**src/cgc_regs.svh**
```systemverilog
`ifndef CGC_REGS_SVH
`define CGC_REGS_SVH

// ****************************************************************
// Register byte offsets.
// ****************************************************************
`define CGC_OFS_CONTROL     5'h04
`define CGC_OFS_DIVIDER     5'h08
`define CGC_OFS_KEEP        5'h0c
`define CGC_OFS_STATUS      5'h10

// ****************************************************************
// Field positions.
// ****************************************************************
`define CGC_SEL_MSB         3
`define CGC_SEL_LSB         0
`define CGC_SOURCE_MSB      12
`define CGC_SOURCE_LSB      8
`define CGC_BIT_GEN_ON      16
`define CGC_BIT_BALANCE     17
`define CGC_BIT_OUT_OFF     18
`define CGC_BIT_OUT_EN      19
`define CGC_BIT_DIV_MODE    20
`define CGC_BIT_RUN_STDBY   21
`define CGC_FACTOR_MSB      23
`define CGC_FACTOR_LSB      8

// ****************************************************************
// Reset values and sizes.
// ****************************************************************
`define CGC_CTRL_RST_G0     32'h00010600
`define CGC_CTRL_RST_G2     32'h00010302
`define CGC_FACTOR_RST      16'h0000
`define CGC_NUM_GEN         9
`define CGC_FACTOR_W        16
`define CGC_FACTOR_W_G0     8
`define CGC_FACTOR_W_G1     16
`define CGC_FACTOR_W_G2     5
`define CGC_FACTOR_W_OTHER  8
`define CGC_NUM_SOURCES     9
`define CGC_MAX_EXP         31

`endif

```
**src/cgc_clock_generator_config_pad.sv**
```systemverilog
`timescale 1ns/10ps
// ****************************************************************
// No logic in this file.
// ****************************************************************

```
**src/cgc_pkg.sv**
```systemverilog
`include "cgc_regs.svh"

package cgc_pkg;

    // ************************************************************
    // Types.
    // ************************************************************
    typedef enum logic [4:0] {
        CGC_SOURCE_CRYSTAL_OSC      = 5'h00,
        CGC_SOURCE_GEN_INPUT_PAD    = 5'h01,
        CGC_SOURCE_GENERATOR_ONE    = 5'h02,
        CGC_SOURCE_ULP_32K_OSC      = 5'h03,
        CGC_SOURCE_INTERNAL_32K_OSC = 5'h04,
        CGC_SOURCE_CRYSTAL_32K_OSC  = 5'h05,
        CGC_SOURCE_INTERNAL_8MHZ    = 5'h06,
        CGC_SOURCE_FLL_48           = 5'h07,
        CGC_SOURCE_FRAC_PLL_96      = 5'h08
    } cgc_source_e;

    typedef struct packed {
        logic       run_standby;
        logic       divide_mode;
        logic       out_en;
        logic       out_off_val;
        logic       duty_balance;
        logic       gen_on;
        logic [4:0] source_select;
    } cgc_ctrl_s;

    typedef logic [`CGC_FACTOR_W-1:0] cgc_factor_t;

    // ************************************************************
    // Functions.
    // ************************************************************
    function automatic cgc_ctrl_s cgc_ctrl_unpack(input logic [31:0] w);
        cgc_ctrl_s c;
        c.run_standby   = w[`CGC_BIT_RUN_STDBY];
        c.divide_mode   = w[`CGC_BIT_DIV_MODE];
        c.out_en        = w[`CGC_BIT_OUT_EN];
        c.out_off_val   = w[`CGC_BIT_OUT_OFF];
        c.duty_balance  = w[`CGC_BIT_BALANCE];
        c.gen_on        = w[`CGC_BIT_GEN_ON];
        c.source_select = w[`CGC_SOURCE_MSB:`CGC_SOURCE_LSB];
        return c;
    endfunction

    function automatic logic [31:0] cgc_ctrl_pack(input cgc_ctrl_s c,
                                                  input logic [3:0] sel);
        logic [31:0] w;
        w                                   = 32'h00000000;
        w[`CGC_BIT_RUN_STDBY]               = c.run_standby;
        w[`CGC_BIT_DIV_MODE]                = c.divide_mode;
        w[`CGC_BIT_OUT_EN]                  = c.out_en;
        w[`CGC_BIT_OUT_OFF]                 = c.out_off_val;
        w[`CGC_BIT_BALANCE]                 = c.duty_balance;
        w[`CGC_BIT_GEN_ON]                  = c.gen_on;
        w[`CGC_SOURCE_MSB:`CGC_SOURCE_LSB]  = c.source_select;
        w[`CGC_SEL_MSB:`CGC_SEL_LSB]        = sel;
        return w;
    endfunction

    function automatic cgc_ctrl_s cgc_ctrl_reset(input int g);
        logic [31:0] w;
        if (g == 0) begin
            w = `CGC_CTRL_RST_G0;
        end else if (g == 2) begin
            w = `CGC_CTRL_RST_G2;
        end else begin
            w = 32'h00000000;
        end
        return cgc_ctrl_unpack(w);
    endfunction

    function automatic cgc_factor_t cgc_factor_mask(input int g);
        int width;
        if (g == 0) begin
            width = `CGC_FACTOR_W_G0;
        end else if (g == 1) begin
            width = `CGC_FACTOR_W_G1;
        end else if (g == 2) begin
            width = `CGC_FACTOR_W_G2;
        end else begin
            width = `CGC_FACTOR_W_OTHER;
        end
        return cgc_factor_t'((32'h1 << width) - 32'h1);
    endfunction

endpackage

```
**src/cgc_if.sv**
```systemverilog
`timescale 1ns/10ps

// ****************************************************************
// Register access between bus slave and register core.
// ****************************************************************
interface cgc_reg_if;
    logic        wr_stb;
    logic [4:0]  addr;
    logic [31:0] wdata;
    logic [3:0]  be;
    logic [31:0] rdata;
    modport slave (output wr_stb, output addr, output wdata,
                   output be, input rdata);
    modport core  (input wr_stb, input addr, input wdata,
                   input be, output rdata);
endinterface

// ****************************************************************
// Settings of one generator towards its divider.
// ****************************************************************
interface cgc_cfg_if;
    logic        gen_on;
    logic        balance;
    logic        mode;
    logic [15:0] factor;
    logic        source_level;
    modport core (output gen_on, output balance, output mode,
                  output factor, output source_level);
    modport div  (input gen_on, input balance, input mode,
                  input factor, input source_level);
endinterface

```
**src/cgc_avalon_slave.sv**
```systemverilog
`timescale 1ns/10ps

module cgc_avalon_slave
    import cgc_pkg::*;
(
    input  wire logic        clk_i,
    input  wire logic        resetn_i,
    input  wire logic [4:0]  address_i,
    input  wire logic        read_i,
    input  wire logic        write_i,
    input  wire logic [31:0] writedata_i,
    input  wire logic [3:0]  byteenable_i,
    output logic             waitrequest_o,
    output logic [31:0]      readdata_o,
    cgc_reg_if.slave         bus
);

    logic        wait_q;
    logic        wait_d;
    logic [31:0] rdata_q;
    logic [31:0] rdata_d;

    // ************************************************************
    // One wait state, then completion.
    // ************************************************************
    always_comb begin
        wait_d  = 1'b1;
        rdata_d = rdata_q;
        if ((read_i || write_i) && wait_q) begin
            wait_d = 1'b0;
            if (read_i) begin
                rdata_d = bus.rdata;
            end
        end
    end

    always_ff @(posedge clk_i or negedge resetn_i) begin
        if (!resetn_i) begin
            wait_q  <= 1'b1;
            rdata_q <= 32'h00000000;
        end else begin
            wait_q  <= wait_d;
            rdata_q <= rdata_d;
        end
    end

    assign bus.wr_stb     = write_i && !wait_q;
    assign bus.addr       = address_i;
    assign bus.wdata      = writedata_i;
    assign bus.be         = byteenable_i;
    assign waitrequest_o  = wait_q;
    assign readdata_o     = rdata_q;

endmodule

```
**src/cgc_gen_divider.sv**
```systemverilog
`timescale 1ns/10ps
`include "cgc_regs.svh"

module cgc_gen_divider
    import cgc_pkg::*;
(
    input  wire logic clk_i,
    input  wire logic resetn_i,
    cgc_cfg_if.div    cfg,
    output logic      gen_clk_o
);

    logic        prev_q;
    logic        prev_d;
    logic [32:0] cnt_q;
    logic [32:0] cnt_d;
    logic        out_q;
    logic        out_d;
    logic [32:0] period;
    logic [32:0] limit;
    logic [32:0] thresh;
    logic [16:0] expo;
    logic        rise;
    logic        fall;
    logic        step;

    // ************************************************************
    // Division period and edge counting.
    // ************************************************************
    always_comb begin
        expo   = {1'b0, cfg.factor} + 17'h00001;
        period = 33'h000000001;
        if (cfg.mode) begin
            if (expo > 17'(`CGC_MAX_EXP)) begin
                period = 33'h000000001 << `CGC_MAX_EXP;
            end else begin
                period = 33'h000000001 << expo;
            end
        end else if (cfg.factor > 16'h0001) begin
            period = {17'h00000, cfg.factor};
        end
        rise = cfg.source_level && !prev_q;
        fall = !cfg.source_level && prev_q;
        if (cfg.balance) begin
            limit  = {period[31:0], 1'b0} - 33'h000000001;
            thresh = period;
            step   = rise || fall;
        end else begin
            limit  = period - 33'h000000001;
            thresh = period >> 1;
            step   = rise;
        end
    end

    always_comb begin
        prev_d = cfg.source_level;
        cnt_d  = cnt_q;
        out_d  = out_q;
        if (!cfg.gen_on) begin
            cnt_d = 33'h000000000;
            out_d = 1'b0;
        end else if (period == 33'h000000001) begin
            cnt_d = 33'h000000000;
            out_d = cfg.source_level;
        end else begin
            if (step) begin
                if (cnt_q >= limit) begin
                    cnt_d = 33'h000000000;
                end else begin
                    cnt_d = cnt_q + 33'h000000001;
                end
            end
            out_d = (cnt_d < thresh);
        end
    end

    always_ff @(posedge clk_i or negedge resetn_i) begin
        if (!resetn_i) begin
            prev_q <= 1'b0;
            cnt_q  <= 33'h000000000;
            out_q  <= 1'b0;
        end else begin
            prev_q <= prev_d;
            cnt_q  <= cnt_d;
            out_q  <= out_d;
        end
    end

    assign gen_clk_o = out_q;

endmodule

```
**src/cgc_clock_generator_config.sv**
```systemverilog
`timescale 1ns/10ps
`include "cgc_regs.svh"

// Overview of operation
// - Duty balance bit gives 50/50 output
// - Generator on bit enables selected generator
// - Source field picks one of nine inputs
// - Control select field picks written/read generator
// - Select values nine upward address nothing
// - Power reset restores every control setting
// - User reset spares kept generators above zero
// - Power reset control values per generator
// - User reset always restores generator zero
// - Divide factor field sets selected division
// - Factor width per generator: 8,16,5,8
// - Factor bits above width ignored
// - Divider select field picks receiving generator
// - Divide mode: factor or power of two
// - Power reset clears every divider setting
module cgc_clock_generator_config
    import cgc_pkg::*;
#(
    parameter int NUM_GEN = `CGC_NUM_GEN
) (
    input  wire logic               clk_i,
    input  wire logic               resetn_i,
    input  wire logic               user_reset_i,
    input  wire logic [4:0]         avs_address_i,
    input  wire logic               avs_read_i,
    input  wire logic               avs_write_i,
    input  wire logic [31:0]        avs_writedata_i,
    input  wire logic [3:0]         avs_byteenable_i,
    output logic                    avs_waitrequest_o,
    output logic [31:0]             avs_readdata_o,
    input  wire logic               crystal_osc_i,
    input  wire logic               gen_input_pad_i,
    input  wire logic               ultra_low_power_32k_osc_i,
    input  wire logic               internal_32k_osc_i,
    input  wire logic               crystal_32k_osc_i,
    input  wire logic               internal_8mhz_osc_i,
    input  wire logic               freq_locked_loop_48_i,
    input  wire logic               frac_phase_locked_loop_96_i,
    output logic [NUM_GEN-1:0]      gen_clk_o
);

    // ************************************************************
    // Storage.
    // ************************************************************
    cgc_ctrl_s               ctrl_q [NUM_GEN];
    cgc_ctrl_s               ctrl_d [NUM_GEN];
    cgc_factor_t             factor_q [NUM_GEN];
    cgc_factor_t             factor_d [NUM_GEN];
    logic [3:0]              ctrl_rsel_q;
    logic [3:0]              ctrl_rsel_d;
    logic [3:0]              div_rsel_q;
    logic [3:0]              div_rsel_d;
    logic [NUM_GEN-1:0]      keep_q;
    logic [NUM_GEN-1:0]      keep_d;
    logic [NUM_GEN-1:0]      gen_clk;
    logic [`CGC_NUM_SOURCES-1:0] sources;

    cgc_reg_if reg_bus ();
    cgc_cfg_if cfg [NUM_GEN] ();

    // ************************************************************
    // Bus slave.
    // ************************************************************
    cgc_avalon_slave u_slave (
        .clk_i         (clk_i),
        .resetn_i      (resetn_i),
        .address_i     (avs_address_i),
        .read_i        (avs_read_i),
        .write_i       (avs_write_i),
        .writedata_i   (avs_writedata_i),
        .byteenable_i  (avs_byteenable_i),
        .waitrequest_o (avs_waitrequest_o),
        .readdata_o    (avs_readdata_o),
        .bus           (reg_bus.slave)
    );

    // ************************************************************
    // Register update.
    // ************************************************************
    always_comb begin
        logic [31:0] word;
        logic [3:0]  sel;
        cgc_factor_t fnew;
        word        = 32'h00000000;
        fnew        = `CGC_FACTOR_RST;
        sel         = reg_bus.wdata[`CGC_SEL_MSB:`CGC_SEL_LSB];
        ctrl_rsel_d = ctrl_rsel_q;
        div_rsel_d  = div_rsel_q;
        keep_d      = keep_q;
        for (int g = 0; g < NUM_GEN; g++) begin
            ctrl_d[g]   = ctrl_q[g];
            factor_d[g] = factor_q[g];
        end
        if (user_reset_i) begin
            for (int g = 0; g < NUM_GEN; g++) begin
                if (g == 0) begin
                    ctrl_d[g]   = cgc_ctrl_reset(g);
                    factor_d[g] = `CGC_FACTOR_RST;
                end else if (!keep_q[g]) begin
                    ctrl_d[g]   = cgc_ctrl_reset(g);
                    factor_d[g] = `CGC_FACTOR_RST;
                end
            end
        end else if (reg_bus.wr_stb) begin
            if (reg_bus.addr == `CGC_OFS_CONTROL) begin
                if (reg_bus.be[0]) begin
                    ctrl_rsel_d = sel;
                end
                for (int g = 0; g < NUM_GEN; g++) begin
                    if (sel == 4'(g)) begin
                        word = cgc_ctrl_pack(ctrl_q[g], sel);
                        if (reg_bus.be[1]) begin
                            word[15:8] = reg_bus.wdata[15:8];
                        end
                        if (reg_bus.be[2]) begin
                            word[23:16] = reg_bus.wdata[23:16];
                        end
                        ctrl_d[g] = cgc_ctrl_unpack(word);
                    end
                end
            end else if (reg_bus.addr == `CGC_OFS_DIVIDER) begin
                if (reg_bus.be[0]) begin
                    div_rsel_d = sel;
                end
                for (int g = 0; g < NUM_GEN; g++) begin
                    if (sel == 4'(g)) begin
                        fnew = factor_q[g];
                        if (reg_bus.be[1]) begin
                            fnew[7:0] = reg_bus.wdata[15:8];
                        end
                        if (reg_bus.be[2]) begin
                            fnew[15:8] = reg_bus.wdata[23:16];
                        end
                        factor_d[g] = fnew & cgc_factor_mask(g);
                    end
                end
            end else if (reg_bus.addr == `CGC_OFS_KEEP) begin
                for (int g = 0; g < NUM_GEN; g++) begin
                    if (reg_bus.be[g / 8]) begin
                        keep_d[g] = reg_bus.wdata[g];
                    end
                end
            end
        end
    end

    always_ff @(posedge clk_i or negedge resetn_i) begin
        if (!resetn_i) begin
            for (int g = 0; g < NUM_GEN; g++) begin
                ctrl_q[g]   <= cgc_ctrl_reset(g);
                factor_q[g] <= `CGC_FACTOR_RST;
            end
            ctrl_rsel_q <= 4'h0;
            div_rsel_q  <= 4'h0;
            keep_q      <= '0;
        end else begin
            for (int g = 0; g < NUM_GEN; g++) begin
                ctrl_q[g]   <= ctrl_d[g];
                factor_q[g] <= factor_d[g];
            end
            ctrl_rsel_q <= ctrl_rsel_d;
            div_rsel_q  <= div_rsel_d;
            keep_q      <= keep_d;
        end
    end

    // ************************************************************
    // Read data.
    // ************************************************************
    always_comb begin
        reg_bus.rdata = 32'h00000000;
        if (reg_bus.addr == `CGC_OFS_CONTROL) begin
            reg_bus.rdata = {28'h0000000, ctrl_rsel_q};
            for (int g = 0; g < NUM_GEN; g++) begin
                if (ctrl_rsel_q == 4'(g)) begin
                    reg_bus.rdata = cgc_ctrl_pack(ctrl_q[g], ctrl_rsel_q);
                end
            end
        end else if (reg_bus.addr == `CGC_OFS_DIVIDER) begin
            reg_bus.rdata = {28'h0000000, div_rsel_q};
            for (int g = 0; g < NUM_GEN; g++) begin
                if (div_rsel_q == 4'(g)) begin
                    reg_bus.rdata = {8'h00, factor_q[g], 4'h0, div_rsel_q};
                end
            end
        end else if (reg_bus.addr == `CGC_OFS_KEEP) begin
            reg_bus.rdata[NUM_GEN-1:0] = keep_q;
        end else if (reg_bus.addr == `CGC_OFS_STATUS) begin
            reg_bus.rdata[NUM_GEN-1:0] = gen_clk;
        end
    end

    // ************************************************************
    // Source inputs, with generator one fed back.
    // ************************************************************
    assign sources = {frac_phase_locked_loop_96_i,
                      freq_locked_loop_48_i,
                      internal_8mhz_osc_i,
                      crystal_32k_osc_i,
                      internal_32k_osc_i,
                      ultra_low_power_32k_osc_i,
                      gen_clk[1],
                      gen_input_pad_i,
                      crystal_osc_i};

    // ************************************************************
    // Generators.
    // ************************************************************
    for (genvar g = 0; g < NUM_GEN; g++) begin : g_gen
        always_comb begin
            cfg[g].source_level = 1'b0;
            // Reserved codes leave the source low.
            for (int s = 0; s < `CGC_NUM_SOURCES; s++) begin
                if (ctrl_q[g].source_select == 5'(s)) begin
                    cfg[g].source_level = sources[s];
                end
            end
        end
        assign cfg[g].gen_on  = ctrl_q[g].gen_on;
        assign cfg[g].balance = ctrl_q[g].duty_balance;
        assign cfg[g].mode    = ctrl_q[g].divide_mode;
        assign cfg[g].factor  = factor_q[g];

        cgc_gen_divider u_div (
            .clk_i     (clk_i),
            .resetn_i  (resetn_i),
            .cfg       (cfg[g].div),
            .gen_clk_o (gen_clk[g])
        );
    end

    assign gen_clk_o = gen_clk;

endmodule

```
**config.mk**
```make
export PLATFORM = sky130hd
export DESIGN_NAME = cgc_clock_generator_config
export DESIGN_NICKNAME = d
export VERILOG_FILES = /design/src/cgc_clock_generator_config_pad.sv /design/src/cgc_pkg.sv /design/src/cgc_if.sv /design/src/cgc_avalon_slave.sv /design/src/cgc_gen_divider.sv /design/src/cgc_clock_generator_config.sv
export VERILOG_INCLUDE_DIRS = /design/src
export SDC_FILE = /design/constraint.sdc
export NUM_CORES = 2
export LEC_CHECK = 0
export ABC_AREA = 1
export BUFFER_PORTS_ARGS = -buffer_cell sky130_fd_sc_hd__clkbuf_2
export CAP_MARGIN = 20
export CORE_MARGIN = 8
export CORE_UTILIZATION = 55
export DETAILED_ROUTE_END_ITERATION = 7
export MAX_ROUTING_LAYER = met4
export PLACE_DENSITY = 0.72
export RECOVER_POWER = 100
export SKIP_LAST_GASP = 1
export SLEW_MARGIN = 20
export SYNTH_ARGS = -nofsm -noshare
export SYNTH_HDL_FRONTEND = slang
export SYNTH_HIERARCHICAL = 1
export SYNTH_SLANG_ARGS = --single-unit
```
**constraint.sdc**
```tcl
create_clock -name clk_i -period 10.55 [get_ports clk_i]
set_clock_uncertainty 0.1 [all_clocks]
set_input_delay 1.055 -clock clk_i [delete_from_list [all_inputs] [get_ports clk_i]]
set_output_delay 1.055 -clock clk_i [all_outputs]
set_load 0.05 [all_outputs]
```
== After elaboration in Yosys (flattened, before gate mapping) ==
Cells that the tools add are included.
Widths: inputs -> output; s select.

* Latch bits: 0
* Bits in registers: 608
* Memories: 0
* ROM bits: 0
* Memory bits (writable): 0
* Input port bits: 54

* Reduce and logical (&&, ||, !) cells: 107
* Bitwise gates (word level): 12
* Multipliers: 0
* Shift operators: 18
* Multiplexer cells: 427
* $lt $le $gt $ge: 36
* Equal/unequal tests: 118
* Div/mod/pow operators: 0
* Add/sub/neg operators: 45

{| class="wikitable"
|+ Operators by type and width
! operator !! number
|-
| $mux 33 || 90
|-
| $mux 32 || 62
|-
| $mux 8 || 108
|-
| $sub 33x1->33 const B || 18
|-
| $mux 144 || 4
|-
| $mux 16 || 26
|-
| $add 33x1->33 const B || 9
|-
| $eq 33x1->1 const B || 9
|-
| $ge 33x33->1 || 9
|-
| $lt 33x33->1 || 9
|-
| $mux 99 || 3
|-
| $shl 1x17->33 const A || 9
|-
| $shl 1x32->16 const A || 9
|-
| $mux 11 || 17
|-
| $eq 5x3->1 const B || 37
|-
| $add 16x1->17 const B || 9
|-
| $gt 17x5->1 const B || 9
|-
| $and 16x16->16 || 9
|-
| $gt 16x1->1 const B || 9
|-
| $sub 16x1->16 const B || 9
|-
| $reduce_and 5->1 || 25
|-
| $mux 1 || 109
|-
| $eq 5x2->1 const B || 18
|-
| $eq 5x4->1 const B || 11
|-
| 23 further kinds || 136
|}

== Longest topological paths before layout ==
* Word-level depth: 20
* Depth in mapped cells: 49

== Modules after synthesis ==
Netlist, hierarchy kept.

{| class="wikitable"
|+ Modules (own cells, without submodules)
! module !! seq. area each (um2) !! area each (um2) !! instances !! cells each
|-
| cgc_gen_divider (g_gen[0].u_div ...) || 875.8 || 6650.1 || 6 || 1123
|-
| cgc_clock_generator_config || 4837.1 || 10217.3 || 1 || 1378
|-
| cgc_gen_divider (g_gen[4].u_div) || 875.8 || 6631.4 || 1 || 1133
|-
| cgc_gen_divider (g_gen[8].u_div) || 875.8 || 6592.6 || 1 || 1135
|-
| cgc_gen_divider (g_gen[3].u_div) || 875.8 || 6354.8 || 1 || 1060
|-
| cgc_avalon_slave || 827.0 || 1717.9 || 1 || 190
|}

== Least setup slack after synthesis ==
OpenSTA, ideal clock, no wires.

* Kind: register to register
* Start point: reg factor_q, in the netlist cfg[4].factor[0]
* End point: reg g_gen[4].u_div.out_q
* Arrival time: 6.269 ns
* Setup slack: 4.065 ns
* Path buffers: 4
* Data required time: 10.335 ns
* Stages on the path, launching flop included: 40
* Clock period less this slack: 6.485 ns
* Library setup time: 0.115 ns
* Cells stage by stage: dfrtp_1 > inv_2 > ha_1 > clkbuf_1 > inv_1 > nor4_2 > a21oi_4 > nand3_4 > inv_2 > buf_6 > a21oi_1 > ha_1 > inv_1 > nor2_2 > nand2_2 > nor2_4 > nand2_1 > nand3_1 > [... 4 more ...] > nor3b_1 > nand2_1 > nand3_1 > nand2_1 > nand4_1 > nand2_1 > inv_1 > clkbuf_1 > buf_1 > nor2_1 > ha_1 > nand4_1 > nor3_1 > nand3_1 > nor4b_1 > a21oi_1 > nor2_1 > nor2_1

* Word-level cells in the longest chain between the ends: 14
* Elaborated cells between the ends (all ways): 20
* Classes of those cells: 3 x add/sub; 4 x order compare; 1 x eq/ne; 1 x shift; 11 x mux

{| class="wikitable"
|+ Ends and longest elaborated chain
! item !! RTL line !! text
|-
| start: declaration || cgc_clock_generator_config.sv:51 || <nowiki>cgc_factor_t factor_q [NUM_GEN];</nowiki>
|-
| start signal: indexed assignment || cgc_clock_generator_config.sv:155 || <nowiki>factor_q[g] <= `CGC_FACTOR_RST;</nowiki>
|-
| start signal: indexed assignment || cgc_clock_generator_config.sv:163 || <nowiki>factor_q[g] <= factor_d[g];</nowiki>
|-
| $add 16x1->17 || cgc_gen_divider.sv:31 || <nowiki>expo = {1'b0, cfg.factor} + 17'h00001;</nowiki>
|-
| $gt 17x5->1 / $shl 1x17->33 (equally long branches) || cgc_gen_divider.sv:34, cgc_gen_divider.sv:37 ||
|-
| $mux 33 || cgc_gen_divider.sv:34 || <nowiki>if (expo > 17'(`CGC_MAX_EXP)) begin</nowiki>
|-
| $mux 33 (*) || cgc_gen_divider.sv:33 || <nowiki>if (cfg.mode) begin</nowiki>
|-
| $sub 33x1->33, on equally long branches || cgc_gen_divider.sv:49, cgc_gen_divider.sv:45 ||
|-
| $mux 33 || cgc_gen_divider.sv:44 || <nowiki>if (cfg.balance) begin</nowiki>
|-
| $ge 33x33->1 || cgc_gen_divider.sv:67 || <nowiki>if (cnt_q >= limit) begin</nowiki>
|-
| $mux 33 || cgc_gen_divider.sv:67 ||
|-
| $mux 33 || cgc_gen_divider.sv:66 || <nowiki>if (step) begin</nowiki>
|-
| $mux 33 || cgc_gen_divider.sv:62 || <nowiki>end else if (period == 33'h000000001) begin</nowiki>
|-
| $mux 33 || cgc_gen_divider.sv:59 || <nowiki>if (!cfg.gen_on) begin</nowiki>
|-
| $lt 33x33->1 || cgc_gen_divider.sv:73 || <nowiki>out_d = (cnt_d < thresh);</nowiki>
|-
| $mux 1 (*) || cgc_gen_divider.sv:62 ||
|-
| $mux 1 (*) || cgc_gen_divider.sv:59 ||
|-
| via g_gen[4].u_div.out_d || cgc_gen_divider.sv:18 || <nowiki>logic out_d;</nowiki>
|-
| end signal: assignment || cgc_gen_divider.sv:85 || <nowiki>out_q <= out_d;</nowiki>
|-
| end: declaration || cgc_gen_divider.sv:17 || <nowiki>logic out_q;</nowiki>
|}

Mark *: on every way through the listed nets, which the timed path passes. The rest lies on a longest branch. The select of a mux whose other input is x is not followed.
A chain may end at the register's enable or synchronous reset.

== Worst setup path after layout ==
* Start point: reg factor_q, in the netlist cfg[1].factor[0]
* End point: reg g_gen[1].u_div.out_q

* Word-level cells in the longest chain between the ends: 14
* Elaborated cells between the ends (all ways): 20
* Classes of those cells: 3 x add/sub; 4 x order compare; 1 x eq/ne; 1 x shift; 11 x mux

{| class="wikitable"
|+ Ends and longest elaborated chain
! item !! RTL line
|-
| $add 16x1->17 || cgc_gen_divider.sv:31
|-
| $gt 17x5->1 / $shl 1x17->33 (equally long branches) || cgc_gen_divider.sv:34, cgc_gen_divider.sv:37
|-
| $mux 33 || cgc_gen_divider.sv:34
|-
| $mux 33 (*) || cgc_gen_divider.sv:33
|-
| $sub 33x1->33, on equally long branches || cgc_gen_divider.sv:49, cgc_gen_divider.sv:45
|-
| $mux 33 || cgc_gen_divider.sv:44
|-
| $ge 33x33->1 || cgc_gen_divider.sv:67
|-
| $mux 33 || cgc_gen_divider.sv:67
|-
| $mux 33 || cgc_gen_divider.sv:66
|-
| $mux 33 || cgc_gen_divider.sv:62
|-
| $mux 33 || cgc_gen_divider.sv:59
|-
| $lt 33x33->1 || cgc_gen_divider.sv:73
|-
| $mux 1 (*) || cgc_gen_divider.sv:62
|-
| $mux 1 (*) || cgc_gen_divider.sv:59
|-
| via g_gen[1].u_div.out_d || cgc_gen_divider.sv:18
|-
| end signal: assignment || cgc_gen_divider.sv:85
|-
| end: declaration || cgc_gen_divider.sv:17
|}

Marked as above.

==> metrics.cfg <==
[placed_design]
post-place-cells = 13500
gp_congestion = 1.02
portBuffers = 86
place_hpwl_microns = 186000

[route]
drt_wl_total_microns = 233000
vias = 76400
ant_nets = 0
vias_per_cell = 5.60
wire_per_inst_microns = 17.1
drt_pass1_iterations = 6
drc = 0
initialDrtViolationCount = 6577

[worst_hold_path]
min_path_type = reg -> reg

[synth]
syn_inst = 11600
ys_warn_count = 6
postSynthAreaPerCell_sq_um = 6.14
syn_area_sq_um = 71300

[critical_path]
crit_path_end = g_gen[1].u_div/gen_clk_o$_DFF_PN0_
worst_setup_path_end_kind = register
crit_slowest_cell = nor2_1
reg2regPathDepth = 45
startpoint_type = register
r2r-end = g_gen[1].u_div/gen_clk_o$_DFF_PN0_
critPathMaxFanout = 24
rrSetupSlack_ps = 1150
crit_top_cell = nand2_1
cpPeakStageDelay_ps = 850
cp.arrival_ps = 9900
worst_ep_required_time_ps = 11050
path_class = reg -> reg
critPathLaunch = cfg[1].factor[0]$_DFFE_PN0P_
worstReg2RegStart = cfg[1].factor[0]$_DFFE_PN0P_

[floorplan]
start_util_pct = 55.2
die_y_microns = 376
die_w_microns = 376
placementRows = 132
core_area_sq_um = 129000
io_pins = 96
die-area_sq_um = 142000

[status]
status = finished with violations
violations = max-capacitance violations, max-slew violations

[cts]
clk_latency_ps = 680
cts_resized = 0
cts_tree = built
h-tree-depth = 3
ctsHoldBuffers = 0
cts-root-buf = clkbuf_16
cts.path.max_buffers = 3
numCtsBuffers = 72
clkSlewWorstSetupHoldPaths_ps = 60
postCtsSetupBuffers = 0
cts.sinks = 541

[global_routing]
grt_usage_pct = 32.5
grt_pass1_vias = 70900
grt_max_degree = 164
antenna_found_initial = 14
grt_pass1_wl_microns = 370000
overflow = 0

[final_layout]
stdcell_count = 13600
fillers = 13200
nets = 12500
syn_to_final_growth_pct = 6.35
drive_above_1_share_pct = 8.51

[timing]
relSlewSlack_pct = -166
period_share_pct = 89.1
fin_crit_ps = 9400
hold_viol = 0
setup_violations = 0
worst_slew_pin_slew_ps = 3980
rsz0062_at_grt = false
finalMaxSlewViolations = 506
setup_tns_ps = 0
fmax_ghz = 0.106

[power_and_ir_drop]
power_density_nw_per_um2 = 115
ir_drop_mv = 0.128
power.leakage_nw = 38.8

[job]
drv_cap = 9

critical path, delay by kind of cell (launching register included):
kind	cells	cell delay, ps
AND/OR/NAND/NOR	27	4250
AO/OA/AOI/OAI	9	2130
flip-flops	1	640
adder cells (fa/ha/maj)	4	1110
buffers and inverters	4	870
XOR/XNOR	1	220
metrics by stage:
stage	hold slack (ps)	cell area [sq um]	util (%)	worst slack, ps	power [mW]
after CTS	234	76300	59.0	1740	8.76
after detailed placement	362	73700	57.1	1800	5.99
after global placement	355	73700	57.1	1810	5.90
after global routing	404	75900	58.7	507	9.32
after floorplan	348	72600	-	4070	5.07
final	372	75900	58.8	1150	8.73
layout by cell type (no fill, tap or decap), drive strengths merged, types with 4 or more instances in the layout:
master,count
nor2,1752
conb,335
nor3,177
or3b,6
ha,657
clkbuf,183
xnor2,42
a22o,4
nand2,3265
nor4,115
diode,15
clkinv,49
o21bai,22
nor4b,9
nand3b,28
bufinv,12
a2111oi,14
nand4,396
nand3,1077
or2,42
inv,1503
a31oi,27
nor2b,15
a21oi,369
a221oi,9
buf,43
a211oi,37
nor3b,10
o21ai,826
o2111ai,17
xor2,188
dfrtp,534
o211ai,22
o21a,26
dfstp,7
a31o,14
o22ai,25
o221ai,11
registers in the layout (all words and copies together), names as in the netlist, 9 cells and up:
name / cells
cfg.balance: 9
g_gen.u_div/cnt_q: 297
g_gen.u_div/gen_clk_o: 9
keep_q: 9
cfg.factor: 77
u_slave/readdata_o: 32
ctrl_q: 72
cfg.gen_on: 9
cfg.mode: 9
g_gen.u_div/prev_q: 9
worst min path at each step:
stage / startpoint / to / slack, ps / depth (start not counted)
floorplan: ctrl_q[10]$_DFFE_PN0P_ / ctrl_q[10]$_DFFE_PN0P_ / 350 / 2
global placement: u_slave/readdata_o[31]$_DFFE_PN0P_ / u_slave/readdata_o[31]$_DFFE_PN0P_ / 360 / 2
detailed placement: u_slave/readdata_o[27]$_DFFE_PN0P_ / u_slave/readdata_o[27]$_DFFE_PN0P_ / 360 / 2
CTS: resetn_i / g_gen[2].u_div/cnt_q[22]$_DFF_PN0_ / 230 / 1
global route: ctrl_q[8]$_DFFE_PN0P_ / ctrl_q[8]$_DFFE_PN0P_ / 400 / 2
finish: u_slave/readdata_o[22]$_DFFE_PN0P_ / u_slave/readdata_o[22]$_DFFE_PN0P_ / 370 / 2
layout make-up:
| class | count | area [sq um] | share of cell area [%] |
|---|---|---|---|
| multi-input combinational | 9553 | 51100 | 67.3 |
| clock inverter | 43 | 598 | 0.788 |
| clock buffer | 89 | 1980 | 2.61 |
| antenna | 15 | 37.5 | 0.0495 |
| inverter | 1523 | 5720 | 7.54 |
| sequential | 541 | 13500 | 17.9 |
| timing repair buffer | 137 | 756 | 0.996 |
| tap | 1742 | 2180 | 2.87 |
layer usage:
layer	GRT usage (%)	vias up	wire length [microns]
li1	-	38200	-
met1	41.4	35100	102000
met2	52.1	2555	106000
met3	5.35	521	16200
met4	11.4	0	8930
met5	-	-	0
report_power, final:
part           switching, mW  internal, mW  total (mW)  leakage, nW
Clock                   1.08          1.64        2.72         1.27
Combinational           2.51          1.04        3.54         30.2
Sequential             0.252          2.21        2.47         7.33
Total                   3.84          4.89        8.73         38.8
No activity file was read; power rests on OpenSTA's default activity.
